===== src/perf_pkg.sv =====
// Constants for the receive performance block: mask registers, error counters, interval timer.
// Assumes a single 10 MHz system clock and an 8-bit parallel register port.

package perf_pkg;

    // ----------------------------------------------------------------
    // Register addresses
    // ----------------------------------------------------------------
    localparam logic [7:0] ADDR_LINE_HI  = 8'h23;
    localparam logic [7:0] ADDR_LINE_LO  = 8'h24;
    localparam logic [7:0] ADDR_PATH_HI  = 8'h25;
    localparam logic [7:0] ADDR_PATH_LO  = 8'h26;
    localparam logic [7:0] ADDR_MASK2    = 8'h6F;
    localparam logic [7:0] ADDR_MASK1    = 8'h7F;

    // ----------------------------------------------------------------
    // Reset values, widths and zero-run limits
    // ----------------------------------------------------------------
    localparam logic [7:0] MASK_RESET    = 8'h00;
    localparam logic [7:0] READ_UNMAPPED = 8'h00;
    localparam int         LINE_W        = 16;
    localparam int         PATH_W        = 12;
    localparam logic [4:0] ZERO_RUN_LONG  = 5'h10;
    localparam logic [4:0] ZERO_RUN_SHORT = 5'h08;

    // ----------------------------------------------------------------
    // Interval timing
    // ----------------------------------------------------------------
    localparam int CLK_HZ               = 10_000_000;
    localparam int LONG_INTERVAL_MS     = 1000;
    localparam int SHORT_INTERVAL_MS    = 42;
    localparam int LONG_INTERVAL_CYCLES = (CLK_HZ / 1000) * LONG_INTERVAL_MS;
    localparam int SHORT_INTERVAL_CYCLES = (CLK_HZ / 1000) * SHORT_INTERVAL_MS;
    localparam int TIMER_W              = 24;

endpackage


===== src/viol_cnt_if.sv =====
// Carrier between the performance top and one saturating violation counter.
// Assumes both ends share clk_sys.
`timescale 1ns/1ps

interface viol_cnt_if #(
    parameter int W = 16
);
    logic [1:0]   amt;
    logic         boundary;
    logic [W-1:0] count;
    logic [W-1:0] latched;

    modport counter (input amt, input boundary, output count, output latched);
    modport user    (output amt, output boundary, input count, input latched);
endinterface


===== src/perf_block.sv =====
// Receive performance block: interrupt masks, line and path violation counters.
// Assumes the framer supplies one-cycle error pulses and level status flags on clk_sys.
`timescale 1ns/1ps

module perf_block
    import perf_pkg::*;
#(
    parameter int unsigned LONG_CYCLES  = LONG_INTERVAL_CYCLES,
    parameter int unsigned SHORT_CYCLES = SHORT_INTERVAL_CYCLES
) (
    input  wire logic       clk_sys,
    input  wire logic       arst_n,
    input  wire logic [7:0] addr,
    input  wire logic [7:0] wr_data,
    input  wire logic       wr_en,
    input  wire logic       rd_en,
    output logic      [7:0] rd_data,
    input  wire logic [7:0] status1_flags,
    input  wire logic [7:0] status2_flags,
    input  wire logic       interval_select,
    input  wire logic       rx_zero_sub_enable,
    input  wire logic       rx_framing_select,
    input  wire logic       excess_zero_count_enable,
    input  wire logic       fs_error_count_enable,
    input  wire logic       rx_sync_lost,
    input  wire logic       bpv_pulse,
    input  wire logic       bpv_in_codeword,
    input  wire logic       rx_bit_valid,
    input  wire logic       rx_bit_zero,
    input  wire logic       crc6_error,
    input  wire logic       ft_error,
    input  wire logic       fs_error,
    input  wire logic [3:0] mos_nibble,
    output logic            interval_tick,
    output logic            irq
);
    logic [7:0]         status1_irq_mask_r;
    logic [7:0]         status2_irq_mask_r;
    logic [7:0]         rd_data_r;
    logic [7:0]         rd_data_nxt;
    logic               irq_r;
    logic [7:0]         hit1;
    logic [7:0]         hit2;
    logic [TIMER_W-1:0] timer_r;
    logic [TIMER_W-1:0] timer_last;
    logic               tick_r;
    logic [4:0]         zero_run_r;
    logic [4:0]         zero_limit;
    logic               zero_evt;
    logic               bpv_counted;
    logic [1:0]         line_amt;
    logic [1:0]         path_amt;

    viol_cnt_if #(.W(LINE_W)) line_cnt ();
    viol_cnt_if #(.W(PATH_W)) path_cnt ();

    if (LONG_CYCLES < 2 || SHORT_CYCLES < 2 || LONG_CYCLES >= (1 << TIMER_W)
        || SHORT_CYCLES >= (1 << TIMER_W)) begin : g_check
        $error("perf_block interval counts out of range");
    end

    // ----------------------------------------------------------------
    // Mask registers
    // ----------------------------------------------------------------
    always_ff @(posedge clk_sys or negedge arst_n) begin
        if (!arst_n) begin
            status1_irq_mask_r <= MASK_RESET;
        end else if (wr_en && addr == ADDR_MASK1) begin
            status1_irq_mask_r <= wr_data;
        end
    end

    always_ff @(posedge clk_sys or negedge arst_n) begin
        if (!arst_n) begin
            status2_irq_mask_r <= MASK_RESET;
        end else if (wr_en && addr == ADDR_MASK2) begin
            status2_irq_mask_r <= wr_data;
        end
    end

    // ----------------------------------------------------------------
    // Interrupt request
    // ----------------------------------------------------------------
    for (genvar i = 0; i < 8; i++) begin : g_hit
        assign hit1[i] = status1_flags[i] & status1_irq_mask_r[i];
        assign hit2[i] = status2_flags[i] & status2_irq_mask_r[i];
    end

    always_ff @(posedge clk_sys or negedge arst_n) begin
        if (!arst_n) begin
            irq_r <= 1'b0;
        end else begin
            irq_r <= (|hit1) | (|hit2);
        end
    end

    assign irq = irq_r;

    // ----------------------------------------------------------------
    // Interval timer
    // ----------------------------------------------------------------
    // A select change mid-interval can leave the count past the short
    // limit, so the compare is >= and the interval ends at once.
    assign timer_last = interval_select ? TIMER_W'(SHORT_CYCLES - 1)
                                        : TIMER_W'(LONG_CYCLES - 1);

    always_ff @(posedge clk_sys or negedge arst_n) begin
        if (!arst_n) begin
            timer_r <= '0;
            tick_r  <= 1'b0;
        end else if (timer_r >= timer_last) begin
            timer_r <= '0;
            tick_r  <= 1'b1;
        end else begin
            timer_r <= timer_r + TIMER_W'(1);
            tick_r  <= 1'b0;
        end
    end

    assign interval_tick     = tick_r;
    assign line_cnt.boundary = tick_r;
    assign path_cnt.boundary = tick_r;

    // ----------------------------------------------------------------
    // Line violation sources
    // ----------------------------------------------------------------
    always_comb begin
        if (rx_zero_sub_enable && excess_zero_count_enable) begin
            zero_limit = ZERO_RUN_SHORT;
        end else begin
            zero_limit = ZERO_RUN_LONG;
        end
    end

    // Zero-run events are suppressed only in substitution-without-count mode
    assign zero_evt = rx_bit_valid && rx_bit_zero && (zero_run_r == zero_limit - 5'h01)
                      && !(rx_zero_sub_enable && !excess_zero_count_enable);

    // The run counter parks at its limit so one long run counts once
    always_ff @(posedge clk_sys or negedge arst_n) begin
        if (!arst_n) begin
            zero_run_r <= 5'h00;
        end else if (rx_bit_valid && !rx_bit_zero) begin
            zero_run_r <= 5'h00;
        end else if (rx_bit_valid && zero_run_r < zero_limit) begin
            zero_run_r <= zero_run_r + 5'h01;
        end else if (zero_run_r > zero_limit) begin
            zero_run_r <= zero_limit;
        end
    end

    assign bpv_counted = bpv_pulse && !(rx_zero_sub_enable && bpv_in_codeword);

    // No sync qualifier here: line errors count through loss of frame
    assign line_amt     = {1'b0, bpv_counted} + {1'b0, zero_evt};
    assign line_cnt.amt = line_amt;

    // ----------------------------------------------------------------
    // Path violation sources
    // ----------------------------------------------------------------
    always_comb begin
        if (rx_sync_lost) begin
            path_amt = 2'h0;
        end else if (rx_framing_select) begin
            path_amt = {1'b0, crc6_error};
        end else begin
            path_amt = {1'b0, ft_error}
                     + {1'b0, fs_error & fs_error_count_enable};
        end
    end

    assign path_cnt.amt = path_amt;

    viol_counter #(.W(LINE_W)) u_line (
        .clk_sys (clk_sys),
        .arst_n  (arst_n),
        .cnt     (line_cnt.counter)
    );

    viol_counter #(.W(PATH_W)) u_path (
        .clk_sys (clk_sys),
        .arst_n  (arst_n),
        .cnt     (path_cnt.counter)
    );

    // ----------------------------------------------------------------
    // Read port
    // ----------------------------------------------------------------
    always_comb begin
        case (addr)
            ADDR_LINE_HI: rd_data_nxt = line_cnt.latched[15:8];
            ADDR_LINE_LO: rd_data_nxt = line_cnt.latched[7:0];
            ADDR_PATH_HI: rd_data_nxt = {mos_nibble, path_cnt.latched[11:8]};
            ADDR_PATH_LO: rd_data_nxt = path_cnt.latched[7:0];
            ADDR_MASK2:   rd_data_nxt = status2_irq_mask_r;
            ADDR_MASK1:   rd_data_nxt = status1_irq_mask_r;
            default:      rd_data_nxt = READ_UNMAPPED;
        endcase
    end

    always_ff @(posedge clk_sys or negedge arst_n) begin
        if (!arst_n) begin
            rd_data_r <= READ_UNMAPPED;
        end else if (rd_en) begin
            rd_data_r <= rd_data_nxt;
        end
    end

    assign rd_data = rd_data_r;
endmodule


===== src/viol_counter.sv =====
// Saturating interval counter with a latched copy for software.
// Assumes amt and boundary are synchronous to clk_sys.
`timescale 1ns/1ps

module viol_counter
    import perf_pkg::*;
#(
    parameter int W = 16
) (
    input  wire logic   clk_sys,
    input  wire logic   arst_n,
    viol_cnt_if.counter cnt
);
    localparam logic [W-1:0] MAX = {W{1'b1}};

    logic [W:0] sum;

    if (W < 2 || W > 24) begin : g_check
        $error("viol_counter width out of range");
    end

    assign sum = {1'b0, cnt.count} + {{(W-1){1'b0}}, cnt.amt};

    // ----------------------------------------------------------------
    // Running count: restarts at each boundary, never wraps
    // ----------------------------------------------------------------
    always_ff @(posedge clk_sys or negedge arst_n) begin
        if (!arst_n) begin
            cnt.count <= '0;
        end else if (cnt.boundary) begin
            cnt.count <= {{(W-2){1'b0}}, cnt.amt};
        end else if (sum[W]) begin
            cnt.count <= MAX;
        end else begin
            cnt.count <= sum[W-1:0];
        end
    end

    // Latched copy only moves at a boundary, so reads stay coherent
    always_ff @(posedge clk_sys or negedge arst_n) begin
        if (!arst_n) begin
            cnt.latched <= '0;
        end else if (cnt.boundary) begin
            cnt.latched <= cnt.count;
        end
    end
endmodule

===== config.mk =====
export PLATFORM = sky130hd
export DESIGN_NAME = perf_block
export DESIGN_NICKNAME = d
export VERILOG_FILES = /design/src/perf_pkg.sv /design/src/viol_cnt_if.sv /design/src/perf_block.sv /design/src/viol_counter.sv
export SDC_FILE = /design/constraint.sdc
export NUM_CORES = 1
export LEC_CHECK = 0
export BUFFER_PORTS_ARGS = -buffer_cell sky130_fd_sc_hd__clkbuf_2
export CAP_MARGIN = 5
export CORE_MARGIN = 4
export CORE_UTILIZATION = 35
export DETAILED_ROUTE_END_ITERATION = 10
export HOLD_SLACK_MARGIN = 0.03
export PLACE_DENSITY = 0.62
export RECOVER_POWER = 25
export SETUP_SLACK_MARGIN = 0.15
export SYNTH_ARGS = -nofsm -noshare
export SYNTH_HDL_FRONTEND = slang
export SYNTH_SLANG_ARGS = --single-unit

===== constraint.sdc =====
create_clock -name clk_sys -period 3.8 [get_ports clk_sys]
set_input_delay 0.19 -clock clk_sys [delete_from_list [all_inputs] [get_ports clk_sys]]
set_output_delay 0.19 -clock clk_sys [all_outputs]
set_load 0.02 [all_outputs]

==> flow_summary.yaml, run 1 <==
critical_path:
  path_buf_inv: 2
  critical_path_class: "register to register"
  crit_family: "adder cells"
  crit_chain: "ha_1 > nand2_1 > nor2_1 > o2111ai_1 > nor2_1 > ha_1 > ha_1 > inv_1 > fa_1 > nor3_1 > buf_4 > nand3_1 > a31oi_1"
  reg2regPathDepth: 13
  cp.depth: 13
  crit_fanout: 13
  crit_path_start: "zero_run_r[0]$_DFFE_PN0P_"
  crit_top_cell: "ha_1"
  max_stage_delay_ps: 440
  worst-endpoint-arrival_ps: 3450
  critPathLaunchType: "register"
  cp-end-kind: "register"
  r2r-start: "zero_run_r[0]$_DFFE_PN0P_"
  cp.required_ps: 4060
  critPathSlowestCell: "fa_1"
cells_and_area:
  nNetsFinal: 699
  fin_util_pct: 40.3
  fill_cells: 1576
  area_growth_pct: 13.6
  antennaDiodeCount: 0
  drive_gt1_share_pct: 20.1
floorplan:
  num_io_pins: 63
  rows: 47
  fp.dieH_um: 137
  start_util_pct: 35.5
  core-area_um2: 16500
  die_w_um: 137
  dieArea_um2: 18900
clock_network:
  clock-sinks: 111
  htree_levels: 3
  cts_tree: "built"
  clock_path_buffers: 2
  cts.clk_slew.worst_paths_ps: 70
  root_buffer: "clkbuf_16"
  clkLatencyLatePin_ps: 350
  cts_buffers: 9
yosys:
  ys.flop_type: "dfrtp_1"
  netlist_area_um2: 5870
  yosysTopAreaCell: "dfrtp_1"
  yosysMostFrequentCell: "dfrtp_1"
  yosys.area.top_type_share_pct: 47.4
  ys_seq_area_share_pct: 47.4
  synth_cell_types: 51
  synth_edf_count: 0
  synth_fp_nets: 636
  synth_commonest_cells: "111 x dfrtp_1, 53 x nor2_1, 45 x mux2_2"
  yosys_warnings: 0
  syn_avg_cell_area_um2: 10.6
  synth-seq-cells: 111
  synthCells: 555
  synthArstFlopShare_pct: 100
  synth.area.top_cells: "dfrtp_1 47%, mux2_2 8.6%, ha_1 5.5%, xor2_1 4.0%, mux2i_1 3.4%"
global_routing:
  grt_util_all_layers_pct: 14.1
  use_met1_pct: 18.8
  global_route.usage.met3_pct: 3.14
  grt_pass1_vias: 4344
  antenna_found_initial: 0
  top_usage_layer: "met2"
  grt_max_degree: 64
  grt_pass1_wl_um: 21400
  use_met2_pct: 23.0
  grt_overflow: 0
worst_hold_path:
  hp-class: "primary input to register"
  worstHoldPathCells: 2
  hold_start: "wr_data[3]"
timing:
  tightest_slew_ps: 1580
  relSlewSlack_pct: -5.22
  fmax_mhz: 314
  rsz0062_at_grt: "false"
  finalSetupTns_ps: 0
  hold_viol_final: 0
  setup_viol_count_final: 0
  maxSlewViolCount: 64
  period_needed_ps: 3180
  fin_crit_sh_pct: 83.8
  fin_skew_ps: 6.62
power:
  finalPower_uw: 2980
  ir_drop_uv: 222
  leakagePower_uw: 0.00316
  power.density_nw_per_um2: 447
  p_switching_uw: 887
  p_int_uw: 2090
  combPwrFrac_pct: 20.7
  seqPwrFrac_pct: 50.8
  power_switching_share_pct: 29.8
  clkPwrFrac_pct: 28.5
route:
  wl_per_cell_um: 15.2
  drtAntennaViolNets: 0
  drt_iter0_drc: 252
  drt-pass1-iter-count: 5
  routed_via_density: 5.24
  wirelength_um: 12800
  vias: 4406
  drc: 0
placement:
  port_buffers: 62
  gp_congestion: 0.834
  dpl.hpwl_um: 9460
run:
  max-cap-violations: 1
status:
  failed_checks: "max-capacitance violations, max-slew violations"
  status: "complete, but fails checks"
cells by family after synthesis:
family                     Yosys count  share of synthesized area, %
adders and majority gates           28                          6.23
xor gates and xnor gates            40                          5.97
muxes                               65                          12.1
buffers and inverters               35                          2.56
and+or+nand+nor                    178                          15.1
AOI/OAI and AO/OA                   98                          10.7
DFF                                111                          47.4
cell usage in the layout (no fill, tap or decap), drive strengths merged, types with 6 or more instances in the layout:
master,Yosys,final
nand3,24,24
a31oi,6,6
nand2,38,38
and3,11,11
mux2i,20,20
xnor2,13,13
a22oi,9,9
dfrtp,111,111
nor2,56,56
xor2,27,27
o21ai,21,21
inv,19,19
a22o,7,7
a21oi,33,33
ha,26,26
nor3,8,8
mux2,45,45
nand4,15,15
clkbuf,7,75
path summary, 6_finish.rpt:
kind	endpoint	slack [ps]
min in group asynchronous	u_path.cnt.latched[1]$_DFFE_PN0P_	790
worst min-delay path	status2_irq_mask_r[3]$_DFFE_PN0P_	90
worst max register to register	u_line.cnt.count[1]$_DFF_PN0_	620
worst min register to register	timer_r[0]$_DFF_PN0_	480
max in group asynchronous	status1_irq_mask_r[3]$_DFFE_PN0P_	1870
worst max-delay path	u_line.cnt.count[1]$_DFF_PN0_	620
flip-flops by register name, indices dropped and copies added, names as in the netlist:
name,count
zero_run_r,5
u_path.cnt.latched,12
interval_tick,1
rd_data,8
timer_r,24
u_path.cnt.count,12
irq,1
u_line.cnt.count,16
status1_irq_mask_r,8
status2_irq_mask_r,8
u_line.cnt.latched,16
layout make-up:
cell class	instances	area [um^2]	area share, %
clock buffers	12	246	3.70
clock inverters	2	10.0	0.150
inverters	19	71.3	1.07
multi-input cells	409	2940	44.1
flip-flops and latches	111	2780	41.7
well taps	220	275	4.13
repair buffers	68	344	5.16
per-stage QoR:
| step | area [um^2] | worst slack, ps | hold slack, ps | cells |
|---|---|---|---|---|
| 6_report | 6660 | 617 | 88.6 | 841 |
| 5_1_grt | 6660 | 398 | 81.1 | 841 |
| 4_1_cts | 6670 | 666 | 69.3 | 840 |
| 3_5_place_dp | 6410 | 680 | 336 | 825 |
| 3_3_place_gp | 6410 | 784 | 323 | 825 |
| 2_1_floorplan | 5870 | 928 | -106 | 555 |
power groups by stage:
stage / combinational [uW] / sequential, uW / clock [uW]
CTS: 621 / 1510 / 885
global route: 698 / 1540 / 928
detailed placement: 617 / 1540 / 0
floorplan: 461 / 1490 / 0
global placement: 582 / 1520 / 0
finish: 616 / 1510 / 848
metal layers:
metal,part of all wire (%),vias up,wire length [um]
met5,0,-,0
met2,47,108,5990
li1,-,2128,-
met3,5.7,11,726
met4,1.0,0,131
met1,47,2159,5980
what timing repair did:
item / CTS / global route
resized for setup: 0 / 0
setup buffers: 0 / 0
hold buffers: 1 / 0
hold endpoints to repair: 61 / 0
No activity file was read; power rests on OpenSTA's default activity.
==> run 2, diff against run 1 <==
--- a/config.mk
+++ b/config.mk
@@ -11,7 +11,7 @@
 export CORE_UTILIZATION = 35
 export DETAILED_ROUTE_END_ITERATION = 10
 export HOLD_SLACK_MARGIN = 0.03
-export PLACE_DENSITY = 0.62
+export PLACE_DENSITY = 0.64
 export RECOVER_POWER = 25
 export SETUP_SLACK_MARGIN = 0.15
 export SYNTH_ARGS = -nofsm -noshare
==> constraint.sdc (replaced) <==
create_clock -name clk_sys -period 2.7 [get_ports clk_sys]
set_input_delay 0.135 -clock clk_sys [delete_from_list [all_inputs] [get_ports clk_sys]]
set_output_delay 0.135 -clock clk_sys [all_outputs]
set_load 0.02 [all_outputs]
==> run 2 against run 1 <==
Effect of this change:
- the flow now finishes without violations
- non-clock buffer count up 26
- die area unchanged
- worst setup slack worse by 530 ps
- register-to-register slack got worse by 530 ps
- clock power up 65%
- cell area up 6.7%
- sequential power increased by 41%
- highest routed layer unchanged
==> flow_summary.yaml, run 2 (same netlist as run 1, synthesis figures left out) <==
timing:
  hold_viol_final: 0
  setup_viol_count_final: 0
  finalSetupTns_ps: 0
  worst_slack_ps: 86.8
  tightest_slew_ps: 1360
  fin_skew_ps: 13.4
  rsz0062_at_grt: "true"
  fmax_mhz: 383
  period_needed_ps: 2610
  maxSlewViolCount: 0
  fin_crit_sh_pct: 96.8
  relSlewSlack_pct: 9.33
  hold-worst-slack_ps: 38.4
global_routing:
  grt_max_degree: 53
  grt_overflow: 0
  use_met1_pct: 18.5
  top_usage_layer: "met2"
  grt_util_all_layers_pct: 14.6
  grt_pass1_wl_um: 22300
  antenna_found_initial: 0
  use_met2_pct: 24.9
  global_route.usage.met3_pct: 3.58
  grt_pass1_vias: 4616
critical_path:
  rr_endpoint: "u_line.cnt.count[8]$_DFF_PN0_"
  r2r-start: "zero_run_r[3]$_DFFE_PN0P_"
  path_buf_inv: 3
  worst-endpoint-arrival_ps: 2830
  cp.required_ps: 2920
  max_stage_delay_ps: 410
  crit_fanout: 4
  critPathSlowestCell: "dfrtp_1"
  reg2reg_slack_ps: 90
  crit_family: "adder cells"
  critPathLaunchType: "register"
  crit_chain: "inv_1 > ha_1 > nor2_1 > ha_2 > ha_4 > inv_2 > fa_2 > nor3_4 > buf_6 > nand2_1 > xor2_1 > a21oi_2"
  cp-end-kind: "register"
  reg2regPathDepth: 12
  critical_path_class: "register to register"
power:
  p_switching_uw: 1390
  power_switching_share_pct: 30.8
  clkPwrFrac_pct: 31.1
  power.density_nw_per_um2: 633
  p_int_uw: 3110
  seqPwrFrac_pct: 47.2
  leakagePower_uw: 0.00335
  ir_drop_uv: 361
  combPwrFrac_pct: 21.7
route:
  routed_via_density: 5.23
  wirelength_um: 13200
  drt_iter0_drc: 171
  drc: 0
  drt-pass1-iter-count: 6
  wl_per_cell_um: 15.1
  drtAntennaViolNets: 0
  vias: 4553
cells_and_area:
  largest_reg_flops: 24
  nNetsFinal: 726
  layout_common_cells: "110 x dfrtp_1, 57 x clkbuf_2, 52 x nor2_1"
  top_regs: "timer_r: 24 flops, u_line.cnt.count: 16 flops, u_line.cnt.latched: 16 flops"
  fin_util_pct: 43.0
  drive_gt1_share_pct: 25.7
  final_cells: 870
  fill_cells: 1564
  regMostFlops: "timer_r"
  final_common_cell: "dfrtp_1"
  area_growth_pct: 21.2
  antennaDiodeCount: 0
placement:
  port_buffers: 62
  dpl.hpwl_um: 9720
  dp_cells: 837
  gp_congestion: 0.849
  dp_slack_ps: 32.4
floorplan:
  dieArea_um2: 18900
  die_w_um: 137
  fp.dieH_um: 137
  start_util_pct: 35.5
  num_io_pins: 63
  rows: 47
  core-area_um2: 16500
clock_network:
  cts_tree: "built"
  htree_levels: 3
  root_buffer: "clkbuf_16"
  clkLatencyLatePin_ps: 360
  clock-sinks: 111
  cts_buffers: 9
  clock_path_buffers: 2
  cts.clk_slew.worst_paths_ps: 80
worst_hold_path:
  whs_endpoint: "status1_irq_mask_r[3]$_DFFE_PN0P_"
  worstHoldPathCells: 2
  hold_start: "wr_data[3]"
  hp-class: "primary input to register"
run:
  max-cap-violations: 0
status:
  status: "finished clean"
## run 2: layout make-up
| cell class | count | area [um^2] | area share, % |
|---|---|---|---|
| multi-input cells | 410 | 3050 | 43.0 |
| flip-flops and latches | 111 | 2780 | 39.1 |
| repair buffers | 94 | 604 | 8.50 |
| well taps | 220 | 275 | 3.87 |
| clock buffers | 9 | 225 | 3.17 |
| clock inverters | 7 | 100 | 1.41 |
| inverters | 19 | 71.3 | 1.00 |
## run 2: stage by stage
step                      power, uW  area, um^2
after floorplan                2740        5880
after global placement         3030        6540
after detailed placement       3100        6540
after CTS                      4550        7040
after global routing           4780        7110
final                          4500        7110
## run 2: repair_timing
action | in CTS | in global routing
resized for setup | 10 | 11
setup buffers | 2 | 3
hold endpoints to repair | 63 | 0
pin swaps | 9 | 8
hold buffers | 11 | 0
setup endpoints to repair | 16 | 16
cloned | 1 | 0
## run 2: power by group through the flow
stage / Clock, uW / Combinational (uW) / Sequential [uW]
detailed placement: 0 / 951 / 2150
floorplan: 0 / 652 / 2090
CTS: 1450 / 981 / 2120
global placement: 0 / 901 / 2130
global route: 1510 / 1110 / 2160
finish: 1400 / 975 / 2130
## run 2: routing by layer
| metal | up-vias | share of wire [%] |
|---|---|---|
| met2 | 70 | 51 |
| met4 | 0 | 1.8 |
| li1 | 2183 | - |
| met1 | 2279 | 44 |
| met5 | - | 0 |
| met3 | 21 | 3.4 |
## run 2: worst max-delay path by stage
stage,from,slack [ps],end,depth (start not counted)
after floorplan,zero_run_r[0]$_DFFE_PN0P_,160,u_line.cnt.count[11]$_DFF_PN0_,13
after global placement,zero_run_r[0]$_DFFE_PN0P_,90,u_line.cnt.count[12]$_DFF_PN0_,14
after detailed placement,zero_run_r[0]$_DFFE_PN0P_,30,u_line.cnt.count[11]$_DFF_PN0_,12
after CTS,zero_run_r[1]$_DFFE_PN0P_,80,u_line.cnt.count[12]$_DFF_PN0_,14
after global routing,zero_run_r[0]$_DFFE_PN0P_,-50,u_line.cnt.count[12]$_DFF_PN0_,14
final,zero_run_r[3]$_DFFE_PN0P_,90,u_line.cnt.count[8]$_DFF_PN0_,12
==> run 3, diff against run 2 <==
--- a/config.mk
+++ b/config.mk
@@ -5,6 +5,7 @@
 export SDC_FILE = /design/constraint.sdc
 export NUM_CORES = 1
 export LEC_CHECK = 0
+export ABC_AREA = 1
 export BUFFER_PORTS_ARGS = -buffer_cell sky130_fd_sc_hd__clkbuf_2
 export CAP_MARGIN = 5
 export CORE_MARGIN = 4
==> run 3 against run 2 <==
Effect of this change:
- final cell count rose by 36%
- critical endpoint unchanged
- die area rose by 9.2%
- utilization fell by 1.2 points
- clock skew fell by 4.3 ps
- first-iteration DRC count rose by 85%
- worst setup slack got worse by 70 ps
- synthesized area rose by 9.8%
- largest power group unchanged
- via count rose by 24%
- sequential share of layout area fell by 2.2 points
- critical path depth rose by 4
- fmax fell by 2.6%
==> flow_summary.yaml, run 3 <==
yosys:
  synth_edf_count: 0
  yosysMostFrequentCell: "nand2_1"
  yosys.area.top_type_share_pct: 43.1
  synth_fp_nets: 945
  yosys_warnings: 0
  netlist_area_um2: 6440
  synthCells: 864
  synth-seq-cells: 111
  synth_cell_types: 36
  ys.flop_type: "dfrtp_1"
  synth_commonest_cells: "263 x nand2_1, 119 x nor2_1, 111 x dfrtp_1"
  synth.area.top_cells: "dfrtp_1 43%, nand2_1 15%, nor2_1 6.9%, inv_1 5.8%, nand3_1 5.7%"
  ys_seq_area_share_pct: 43.1
  syn_avg_cell_area_um2: 7.46
  yosysTopAreaCell: "dfrtp_1"
  synthArstFlopShare_pct: 100
timing:
  finalSetupTns_ps: 0
  period_needed_ps: 2680
  hold_viol_final: 0
  fin_skew_ps: 9.03
  rsz0062_at_grt: "true"
  hold-worst-slack_ps: 77.8
  maxSlewViolCount: 0
  fmax_mhz: 373
  worst_slack_ps: 16.9
  fin_crit_sh_pct: 99.4
  tightest_slew_ps: 1200
  relSlewSlack_pct: 20.2
  setup_viol_count_final: 0
clock_network:
  cts_tree: "built"
  htree_levels: 3
  cts_buffers: 9
  root_buffer: "clkbuf_16"
  clock-sinks: 111
  clock_path_buffers: 2
  clkLatencyLatePin_ps: 360
  cts.clk_slew.worst_paths_ps: 80
global_routing:
  grt_pass1_vias: 5360
  antenna_found_initial: 0
  grt_max_degree: 68
  grt_overflow: 0
  grt_pass1_wl_um: 25200
  grt_util_all_layers_pct: 14.9
cells_and_area:
  regArea_um2: 2780
  drive_gt1_share_pct: 13.2
  fill_cells: 1884
  top_regs: "timer_r: 24 flops, u_line.cnt.count: 16 flops, u_line.cnt.latched: 16 flops"
  nNetsFinal: 1026
  layout_common_cells: "261 x nand2_1, 120 x nor2_1, 111 x dfrtp_1"
  antennaDiodeCount: 0
  regMostFlops: "timer_r"
  fin_util_pct: 41.8
  final_common_cell: "nand2_1"
  multi_input_comb_area_um2: 3250
  area_growth_pct: 16.9
  largest_reg_flops: 24
floorplan:
  fp.dieH_um: 144
  die_w_um: 144
  rows: 49
  core-area_um2: 18000
  num_io_pins: 63
  dieArea_um2: 20600
  start_util_pct: 35.7
critical_path:
  cp-end-kind: "register"
  crit_fanout: 3
  reg2reg_slack_ps: 20
  crit_family: "adder cells"
  critical_path_class: "register to register"
  reg2regPathDepth: 16
  rr_endpoint: "u_line.cnt.count[8]$_DFF_PN0_"
  cp.required_ps: 2930
  path_buf_inv: 3
  r2r-start: "zero_run_r[1]$_DFFE_PN0P_"
  critPathSlowestCell: "dfrtp_1"
  crit_path_start: "zero_run_r[1]$_DFFE_PN0P_"
  crit_chain: "ha_2 > nand2_2 > inv_2 > nand4_1 > a21oi_2 > ha_1 > ha_2 > inv_2 > fa_2 > nand3b_1 > nor3_2 > inv_1 > nand2_1 > nand2_1 > nor2_1 > nor2_1"
  max_stage_delay_ps: 400
  worst-endpoint-arrival_ps: 2920
  critPathLaunchType: "register"
status:
  status: "finished clean"
route:
  drt-pass1-iter-count: 5
  drtAntennaViolNets: 0
  drt_iter0_drc: 317
  vias: 5663
  routed_via_density: 4.80
  wirelength_um: 14800
  wl_per_cell_um: 12.6
  drc: 0
run:
  max-cap-violations: 0
worst_hold_path:
  hold_start: "rx_bit_zero"
  worstHoldPathCells: 3
  hp-class: "primary input to register"
  whs_endpoint: "zero_run_r[2]$_DFFE_PN0P_"
power:
  p_switching_uw: 1150
  power_switching_share_pct: 28.8
  p_int_uw: 2850
  clkPwrFrac_pct: 34.6
  combPwrFrac_pct: 16.6
  power.density_nw_per_um2: 531
  seqPwrFrac_pct: 48.8
  leakagePower_uw: 0.00380
  ir_drop_uv: 299
placement:
  dp_slack_ps: 37.0
  port_buffers: 62
  dpl.hpwl_um: 10600
  gp_congestion: 0.868
==> run 3: cell types whose count changed in the layout (fill, tap and decap cells not counted), moves of 20 or more <==
cell / delta
nand3_1: +47
nor2_1: +68
mux2_2: -39
o21ai_0: +26
mux2i_1: -20
nand2_1: +224
inv_1: +78
==> run 3: cell families after synthesis <==
kind of cell | count (synthesis) | share of synthesized area, %
mux | 6 | 1.05
fa+ha+maj | 28 | 5.67
buf+inv | 119 | 7.54
simple gates | 489 | 31.8
xor+xnor | 27 | 3.67
flops | 111 | 43.1
compound gates | 84 | 7.17
==> run 3: worst reg2reg max path: stages (launching register included) <==
cell,delay (ps)
dfrtp_1,400
ha_2,210
nand2_2,80
inv_2,40
nand4_1,90
a21oi_2,50
ha_1,300
ha_2,190
inv_2,40
fa_2,390
nand3b_1,190
nor3_2,270
inv_1,90
nand2_1,60
nand2_1,50
nor2_1,100
nor2_1,40
==> run 3: metrics by stage <==
stage               power, uW  area [um^2]  instances
finish                   4000         7530       1179
global route             4240         7530       1179
CTS                      4010         7470       1174
detailed placement       2600         7020       1146
global placement         2580         7020       1146
floorplan                2360         6440        864
==> run 3: power groups by stage <==
stage	combinational, uW	sequential [uW]	clock [uW]
2_1_floorplan	420	1940	0
3_3_place_gp	603	1980	0
3_5_place_dp	618	1980	0
4_1_cts	641	1950	1420
5_1_grt	781	1970	1490
6_report	664	1950	1380
==> run 3: per-layer routing <==
metal | global-route usage [%] | up-vias | part of all wire [%]
li1 | - | 2893 | -
met1 | 21.2 | 2642 | 49
met2 | 23.6 | 117 | 45
met4 | 3.77 | 0 | 0.92
met5 | 0 | - | 0
met3 | 2.43 | 11 | 5.0
==> run 3: how the worst max path moves through the flow <==
stage / slack (ps) / cells after the start / to
5_1_grt: -170 / 16 / u_line.cnt.count[8]$_DFF_PN0_
2_1_floorplan: 210 / 17 / u_line.cnt.count[11]$_DFF_PN0_
3_3_place_gp: 70 / 16 / u_line.cnt.count[8]$_DFF_PN0_
3_5_place_dp: 40 / 15 / u_line.cnt.count[15]$_DFF_PN0_
6_report: 20 / 16 / u_line.cnt.count[8]$_DFF_PN0_
4_1_cts: 70 / 14 / u_line.cnt.count[5]$_DFF_PN0_
==> run 3: cell type report <==
cell class / instances / area share (%)
flip-flops and latches: 111 / 36.9
multi-input cells: 635 / 43.1
clock buffers: 11 / 3.22
well taps: 229 / 3.81
clock inverters: 5 / 0.831
inverters: 100 / 4.99
repair buffers: 88 / 7.16
==> run 3: what timing repair did <==
| action | in CTS | in global routing |
|---|---|---|
| setup endpoints to repair | 16 | 16 |
| pin swaps | 4 | 11 |
| hold endpoints to repair | 55 | 0 |
| gates cloned | 1 | 0 |
| resized for setup | 6 | 13 |
| setup buffers | 0 | 5 |
| hold buffers | 11 | 0 |
